$ cat config.mk
export PLATFORM = sky130hd
export DESIGN_NAME = ubpt_top
export DESIGN_NICKNAME = d
export VERILOG_FILES = /design/src/hw/ubpt_pkg.sv /design/src/hw/ubpt_port_bits.sv /design/src/hw/ubpt_top.sv
export VERILOG_INCLUDE_DIRS = /design/src /design/src/hw
export SDC_FILE = /design/constraint.sdc
export NUM_CORES = 1
export LEC_CHECK = 0
export ABC_AREA = 1
export ABC_CLOCK_PERIOD_IN_PS = 2029
export BUFFER_PORTS_ARGS = -buffer_cell sky130_fd_sc_hd__buf_2
export CAP_MARGIN = 40
export CORE_MARGIN = 4
export CORE_UTILIZATION = 35
export DETAILED_ROUTE_END_ITERATION = 10
export GPL_ROUTABILITY_DRIVEN = 0
export PLACE_DENSITY_LB_ADDON = 0.2
export SLEW_MARGIN = 20
export SYNTH_ARGS = -nofsm -noshare
export SYNTH_HDL_FRONTEND = slang
export SYNTH_SLANG_ARGS = --single-unit
$ cat constraint.sdc
create_clock -name mclk -period 2.03 [get_ports mclk]
set_input_delay 0.406 -clock mclk [delete_from_list [all_inputs] [get_ports mclk]]
set_output_delay 0.406 -clock mclk [all_outputs]
set_load 0.005 [all_outputs]
$ cat src/hw/ubpt_defs.svh
// Offsets, tie-off masks and constants for the unbonded port tie-off block
`ifndef UBPT_DEFS_SVH
`define UBPT_DEFS_SVH
`define UBPT_ADDR_W 5
// Register index = port slot * 4 + kind (0 level, 1 latch, 2 direction, 3 function)
`define UBPT_KIND_LEVEL 2'h0
`define UBPT_KIND_LATCH 2'h1
`define UBPT_KIND_DIR 2'h2
`define UBPT_KIND_FUNC 2'h3
`define UBPT_SLOT_P1 3'h0
`define UBPT_SLOT_P2 3'h1
`define UBPT_SLOT_P5 3'h2
`define UBPT_SLOT_P6 3'h3
`define UBPT_SLOT_P0 3'h4
`define UBPT_SLOT_ADC 3'h5
`define UBPT_NUM_PORTS 4
// Fixed bit masks per port slot
`define UBPT_FIX_P1 8'hF0
`define UBPT_FIX_P2 8'h28
`define UBPT_FIX_P5 8'h82
`define UBPT_FIX_P6 8'h0C
// Value of fixed function-select bits
`define UBPT_FUNC_P1 8'h00
`define UBPT_FUNC_P2 8'h00
`define UBPT_FUNC_P5 8'h80
`define UBPT_FUNC_P6 8'h00
`define UBPT_P0_TIED 8'h03
`define UBPT_CLOCK_OUTPUT_BIT 7
`define UBPT_FULL_SCALE 10'h3FF
`define UBPT_RST_LATCH 8'hFF
`define UBPT_RST_DIR 8'hFF
`define UBPT_RST_FUNC 8'h00
// Reset values of bonded bits: latch high, input direction, plain I/O
`define UBPT_ADC_START 1'h0
`define UBPT_ADC_CONV_CYC 4'hA
`endif

$ cat src/hw/ubpt_pkg.sv
// Types for the unbonded port tie-off block
package ubpt_pkg;
  typedef struct packed {
    logic [7:0] latch;
    logic [7:0] dir;
    logic [7:0] func;
  } ubpt_port_s;
  typedef struct packed {
    logic [4:0] addr;
    logic [7:0] wdata;
    logic wr;
    logic rd;
  } ubpt_bus_s;
  typedef enum logic [1:0] {ADC_IDLE, ADC_BUSY, ADC_DONE} ubpt_adc_e;
  typedef struct packed {
    ubpt_port_s [3:0] port;
    logic [7:0] p0Latch;
    logic [7:0] rdata;
    ubpt_adc_e adcState;
    logic [3:0] adcCnt;
    logic [2:0] adcChan;
    logic [9:0] adcResult;
  } ubpt_state_s;
endpackage

$ cat src/hw/ubpt_port_bits.sv
// One port: applies tie-off masks to stored bits and to the pin level
`timescale 1ns/1ps
`include "ubpt_defs.svh"
module ubpt_port_bits
  import ubpt_pkg::*;
#(
  parameter logic [7:0] FIX_MASK = 8'h00,
  parameter logic [7:0] FIX_FUNC = 8'h00
) (
  // Stored and pin state
  input wire ubpt_port_s stored,
  input wire logic [7:0] pinLevel,
  // Masked views
  output logic [7:0] levelView,
  output logic [7:0] latchView,
  output logic [7:0] dirView,
  output logic [7:0] funcView
);
  genvar i;
  generate
    for (i = 0; i < 8; i++) begin : gBit
      if (FIX_MASK[i]) begin : gFixed
        assign levelView[i] = 1'b1; // see see see
        assign latchView[i] = 1'b1;
        assign dirView[i] = 1'b1;
        assign funcView[i] = FIX_FUNC[i];
      end else begin : gBonded
        assign levelView[i] = pinLevel[i];
        assign latchView[i] = stored.latch[i];
        assign dirView[i] = stored.dir[i];
        assign funcView[i] = stored.func[i];
      end
    end
  endgenerate
endmodule

$ cat src/hw/ubpt_top.sv
// Port registers with tie-offs for unbonded pins, port 0 and converter stub
//
// What this block does
// Port 1 bits 4..7 read 1 in level, latch and direction and 0 in function select.
// Port 2 bits 3 and 5 read 1 in level, latch and direction and 0 in function select.
// Port 5 bits 1 and 7 read 1 in level, latch and direction; function reads 0 at 1, 1 at 7.
// Port 6 bits 2 and 3 read 1 in level, latch and direction and 0 in function select.
// Writes to any fixed bit of an unbonded pin are ignored.
// A conversion on analog channel zero or one returns full scale 3FF.
// Port 0 bits 0 and 1 always read 0 in the level register; latch reads return them as written.
// The clock output pin on port 2 bit 7 never behaves as open drain.
// Bonded bits keep their ordinary read, write and direction behaviour.
//
// Decided for this implementation: the strobed register port and the register offsets.
`timescale 1ns/1ps
`include "ubpt_defs.svh"
module ubpt_top
  import ubpt_pkg::*;
(
  // Clock and reset
  input wire logic mclk,
  input wire logic srst,
  // Register port
  input wire logic [4:0] addr,
  input wire logic [7:0] wdata,
  input wire logic wr,
  input wire logic rd,
  output logic [7:0] rdata,
  // Pin levels
  input wire logic [7:0] port0Pin,
  input wire logic [7:0] port1Pin,
  input wire logic [7:0] port2Pin,
  input wire logic [7:0] port5Pin,
  input wire logic [7:0] port6Pin,
  // Pin drive, enable low while driving
  output logic [7:0] port1Out,
  output logic [7:0] port1OutEn_n,
  output logic [7:0] port2Out,
  output logic [7:0] port2OutEn_n,
  output logic [7:0] port5Out,
  output logic [7:0] port5OutEn_n,
  output logic [7:0] port6Out,
  output logic [7:0] port6OutEn_n,
  // Clock output source on port 2 bit 7
  input wire logic clockOutSrc,
  // Converter samples for bonded channels
  input wire logic [9:0] adcSample,
  output logic adcBusy
);
  localparam logic [7:0] FIX_M [4] = '{`UBPT_FIX_P1, `UBPT_FIX_P2, `UBPT_FIX_P5, `UBPT_FIX_P6};
  localparam logic [7:0] FIX_F [4] = '{`UBPT_FUNC_P1, `UBPT_FUNC_P2, `UBPT_FUNC_P5, `UBPT_FUNC_P6};

  ubpt_state_s st;
  ubpt_state_s next_st;
  logic [7:0] pins [4];
  logic [7:0] lvl [4];
  logic [7:0] lat [4];
  logic [7:0] dir [4];
  logic [7:0] fsel [4];
  logic [7:0] drv [4];
  logic [7:0] en [4];

  assign pins[0] = port1Pin;
  assign pins[1] = port2Pin;
  assign pins[2] = port5Pin;
  assign pins[3] = port6Pin;

  genvar p;
  generate
    for (p = 0; p < `UBPT_NUM_PORTS; p++) begin : gPort
      ubpt_port_bits #(
        .FIX_MASK(FIX_M[p]),
        .FIX_FUNC(FIX_F[p])
      ) uBits (
        .stored(st.port[p]),
        .pinLevel(pins[p]),
        .levelView(lvl[p]),
        .latchView(lat[p]),
        .dirView(dir[p]),
        .funcView(fsel[p])
      );
      // Direction 1 = open-drain/quasi input: drive only a low latch
      always_comb begin
        for (int b = 0; b < 8; b++) begin
          if (FIX_M[p][b]) begin
            drv[p][b] = 1'b1;
            en[p][b] = 1'b1;
          end else if (st.port[p].dir[b]) begin
            drv[p][b] = 1'b0;
            en[p][b] = lat[p][b];
          end else begin
            drv[p][b] = lat[p][b];
            en[p][b] = 1'b0;
          end
        end
        // Clock output always push-pull, direction ignored
        if (p == 1 && fsel[p][7]) begin
          drv[p][7] = clockOutSrc;
          en[p][7] = 1'b0;
        end
      end
    end
  endgenerate

  assign port1Out = drv[0];
  assign port1OutEn_n = en[0];
  assign port2Out = drv[1];
  assign port2OutEn_n = en[1];
  assign port5Out = drv[2];
  assign port5OutEn_n = en[2];
  assign port6Out = drv[3];
  assign port6OutEn_n = en[3];
  assign rdata = st.rdata;
  assign adcBusy = (st.adcState == ADC_BUSY);

  always_comb begin
    logic [2:0] slot;
    logic [1:0] kind;
    slot = addr[4:2];
    kind = addr[1:0];
    next_st = st;
    next_st.rdata = 8'h00;
    if (wr) begin
      if (slot < 3'h4) begin
        // Fixed bits keep stored value, bonded bits take the write
        unique case (kind)
          `UBPT_KIND_LATCH: next_st.port[slot[1:0]].latch =
            (st.port[slot[1:0]].latch & FIX_M[slot[1:0]]) | (wdata & ~FIX_M[slot[1:0]]);
          `UBPT_KIND_DIR: next_st.port[slot[1:0]].dir =
            (st.port[slot[1:0]].dir & FIX_M[slot[1:0]]) | (wdata & ~FIX_M[slot[1:0]]);
          `UBPT_KIND_FUNC: next_st.port[slot[1:0]].func =
            (st.port[slot[1:0]].func & FIX_M[slot[1:0]]) | (wdata & ~FIX_M[slot[1:0]]);
          default: next_st.port[slot[1:0]] = st.port[slot[1:0]];
        endcase
      end else if (slot == `UBPT_SLOT_P0 && kind == `UBPT_KIND_LATCH) begin
        next_st.p0Latch = wdata;
      end else if (slot == `UBPT_SLOT_ADC && kind == 2'h0 && st.adcState != ADC_BUSY) begin
        // Start conversion; channel in low bits
        next_st.adcChan = wdata[2:0];
        next_st.adcCnt = `UBPT_ADC_CONV_CYC;
        next_st.adcState = ADC_BUSY;
      end
    end
    unique case (st.adcState)
      ADC_IDLE: ;
      ADC_BUSY: begin
        if (st.adcCnt == 4'h0) begin
          if (st.adcChan < 3'h2)
            next_st.adcResult = `UBPT_FULL_SCALE;
          else
            next_st.adcResult = adcSample;
          next_st.adcState = ADC_DONE;
        end else begin
          next_st.adcCnt = st.adcCnt - 4'h1;
        end
      end
      ADC_DONE: ;
    endcase
    if (rd) begin
      if (slot < 3'h4) begin
        unique case (kind)
          `UBPT_KIND_LEVEL: next_st.rdata = lvl[slot[1:0]];
          `UBPT_KIND_LATCH: next_st.rdata = lat[slot[1:0]];
          `UBPT_KIND_DIR: next_st.rdata = dir[slot[1:0]];
          `UBPT_KIND_FUNC: next_st.rdata = fsel[slot[1:0]];
        endcase
      end else if (slot == `UBPT_SLOT_P0) begin
        if (kind == `UBPT_KIND_LEVEL)
          next_st.rdata = port0Pin & ~`UBPT_P0_TIED;
        else if (kind == `UBPT_KIND_LATCH)
          next_st.rdata = st.p0Latch;
      end else if (slot == `UBPT_SLOT_ADC) begin
        unique case (kind)
          2'h0: next_st.rdata = {6'h00, st.adcState == ADC_DONE, adcBusy};
          2'h1: next_st.rdata = st.adcResult[7:0];
          2'h2: next_st.rdata = {5'h00, st.adcResult[9:8], 1'b0} >> 1;
          2'h3: next_st.rdata = {5'h00, st.adcChan};
        endcase
      end
    end
  end

  always_ff @(posedge mclk) begin
    if (srst) begin
      for (int i = 0; i < 4; i++) begin
        st.port[i].latch <= `UBPT_RST_LATCH;
        st.port[i].dir <= `UBPT_RST_DIR;
        st.port[i].func <= `UBPT_RST_FUNC;
      end
      st.p0Latch <= 8'h00;
      st.rdata <= 8'h00;
      st.adcState <= ADC_IDLE;
      st.adcCnt <= 4'h0;
      st.adcChan <= 3'h0;
      st.adcResult <= 10'h000;
    end else begin
      st <= next_st;
    end
  end
endmodule

==> metrics.md <==
| Metric | Value |
|---|---|
| Outcome | `finished, final reports clean` |
| Power per Cell Area | `716 nW/µm²` |
| Core box area | `21100 µm²` |
| CP Max Fanout | `4` |
| Post-synth EDFFs | `0` |
| Detailed Place HPWL | `21400 µm` |
| Unrepaired setup endpoints after global routing | `false` |
| DR WL met2 | `13100 µm` |
| Die ar. | `24000 µm²` |
| Clk_skew | `0.00909 ns` |
| Area growth from synthesis to layout | `22.1%` |
| Most frequent cells after synthesis | `nand2_1, dfxtp_1, nor2_1` |
| CTS tree | `built` |
| Post-CTS Setup Inserts | `0` |
| Drt drc | `0` |
| ANT cells | `0` |
| Setup violators final | `0` |
| WP data required | `1.62 ns` |
| DR WL/cell | `18.0 µm` |
| Post-layout util | `43.6%` |
| Main area contributors after synthesis | `dfxtp_1, nand2_1, o21ai_0` |
| R2r setup slk | `0.51 ns` |
| Worst slew pin tran | `0.619 ns` |
| Clock slew at reported path FFs | `0.06 ns` |
| Register bit total from synthesis | `123` |
| Primary FF master, synth | `dfxtp_1` |
| Critical Path Start Type | `flop` |
| Grt ovf | `0` |
| Hold Crit Class | `primary input to flop` |
| CTS max path bufs | `2` |
| Synth area leader | `dfxtp_1` |
| TNS Setup | `0 ns` |
| Die X | `155 µm` |
| Worst-Skew Late Latency | `0.43 ns` |
| Port bufs | `108` |
| Final hold violations | `0` |
| Peak supply drop | `0.464 mV` |
| Critical R2R Launch | `st[13]` |
| Pleak | `4.29 nW` |
| Most frequent cell after synthesis | `nand2_1` |
| Initial antenna violation count | `0` |
| Clk sinks | `123` |
| Top layer reached by signal wires | `met4` |
| Wirelength, routed | `29000 µm` |
| Netlist cell types | `43` |
| Largest net degree at the start of global routing | `51` |
| Register area share after synthesis | `32.7%` |
| Starting Density | `35.7%` |
| Pins Over Slew Limit | `0` |
| Mapped cell area | `7540 µm²` |
| Worst setup endpoint | `port2Out[7]` |
| Arrival @ worst endpoint | `1.33 ns` |
| Htree depth | `4` |
| Ys async rst share | `0%` |
| Die Y | `155 µm` |
| Min Tclk post-route | `1.74 ns` |
| Layout cells sized above 1 | `20.5%` |
| Wl on met1 | `12700 µm` |
| Post-Place Cell Area | `8660 µm²` |
| R2R depth | `7` |
| Yosys top cell area share | `32.7%` |
| FF-to-FF End | `st[2]` |
| Relative slew slack | `58.6%` |
| Avg Inst Size Synth | `6.41 µm²` |
| Vias | `8423` |
| Initial DRC count | `967` |
| # IOs | `141` |
| Routed Antenna Nets | `0` |
| Cells after synthesis | `1176` |
| Fin nets | `1389` |
| Via/cell ratio | `5.24` |
| Root buf cell | `clkbuf_16` |
| First-pass GRT wire length | `45100 µm` |
| Met3 WL post-DR | `2550 µm` |
| Hold_buf cts | `0` |
| Fin crit share | `85.5%` |
| Ys Warns | `0` |
| CP Capture Type | `output port` |
| Pre-Repair DR Iteration Count | `5` |
| Fmax | `0.576 GHz` |
| Vias in the first global route | `7901` |
| Rows | `53` |
| Setup CP Type | `flop to output port` |
| Max-capacitance violation count | `0` |
| Number of buffers created by CTS | `17` |
| Finished Cell Area | `9200 µm²` |
| # fillers | `2275` |
| Post-cts resize count | `0` |
| GRT Util Overall | `24.1%` |
[placed cells by master (no fill, tap or decap), types with 6 or more instances in the layout]
master / instances
buf_12: 7
inv_2: 9
o22ai_1: 9
dfxtp_1: 123
o21ai_0: 95
clkbuf_16: 17
nand3_1: 76
clkinv_2: 6
a21oi_1: 71
buf_2: 108
o21ai_1: 11
nor2_4: 12
conb_1: 20
inv_1: 102
buf_4: 81
or2_2: 9
nor2_2: 6
nor3_1: 7
nor2_1: 114
a31oi_1: 17
nand4_1: 17
o211ai_1: 32
nand2_1: 335
[kinds of logic (layout without fill, tap and decap cells)]
| family | after synthesis | count (layout) | share of synthesized area [%] |
|---|---|---|---|
| AOI/OAI and AO/OA | 259 | 259 | 19.7 |
| adders and majority gates | 1 | 1 | 0.166 |
| buffers and inverters | 204 | 341 | 13.4 |
| other | 1 | 20 | 0.0497 |
| DFF | 123 | 123 | 32.7 |
| xor gates and xnor gates | 1 | 1 | 0.116 |
| and+or+nand+nor | 587 | 587 | 33.9 |
[layer usage]
layer	up-vias	GRT usage [%]
met5	-	0
met4	0	7.57
met3	48	4.56
met2	390	38.4
met1	3883	33.1
li1	4102	-
[worst max-delay path: stages, from the launching register on]
cell	delay (ns)
dfxtp_1	0.41
inv_1	0.13
o31ai_1	0.21
buf_2	0.16
[final cells by class]
type / count / area [µm²] / share of cell area (%)
Clock buffer: 23 / 468 / 5.09
Sequential cell: 123 / 2460 / 26.8
Inverter: 114 / 434 / 4.72
Timing Repair Buffer: 196 / 1290 / 14.0
Clock inverter: 8 / 70.1 / 0.761
Multi-Input combinational cell: 868 / 4130 / 44.9
Tap cell: 275 / 344 / 3.74
[how the worst min path moves through the flow]
stage,from,endpoint,depth (start not counted)
after floorplan,flop,flop,2
after global placement,flop,flop,2
after detailed placement,flop,flop,2
after CTS,adcSample[9],st[9],3
after global routing,adcSample[1],st[1],3
final,adcSample[9],st[9],3
[stage by stage]
stage	total power, W	cells	setup WS [ns]	hold WS, ns
after global placement	0.00377	1576	0.0120	0.401
after detailed placement	0.00378	1576	0.00257	0.400
after global routing	0.00685	1607	0.216	0.260
after floorplan	0.00331	1195	0.545	0.388
after CTS	0.00660	1607	0.286	0.260
final	0.00659	1607	0.293	0.249
[power breakdown]
part	internal (W)	total, W	switching [W]
Combinational	0.000425	0.00117	0.000746
Sequential	0.00250	0.00258	0.0000829
Clock	0.00173	0.00283	0.00111
Power figures use the tool's default switching activity.
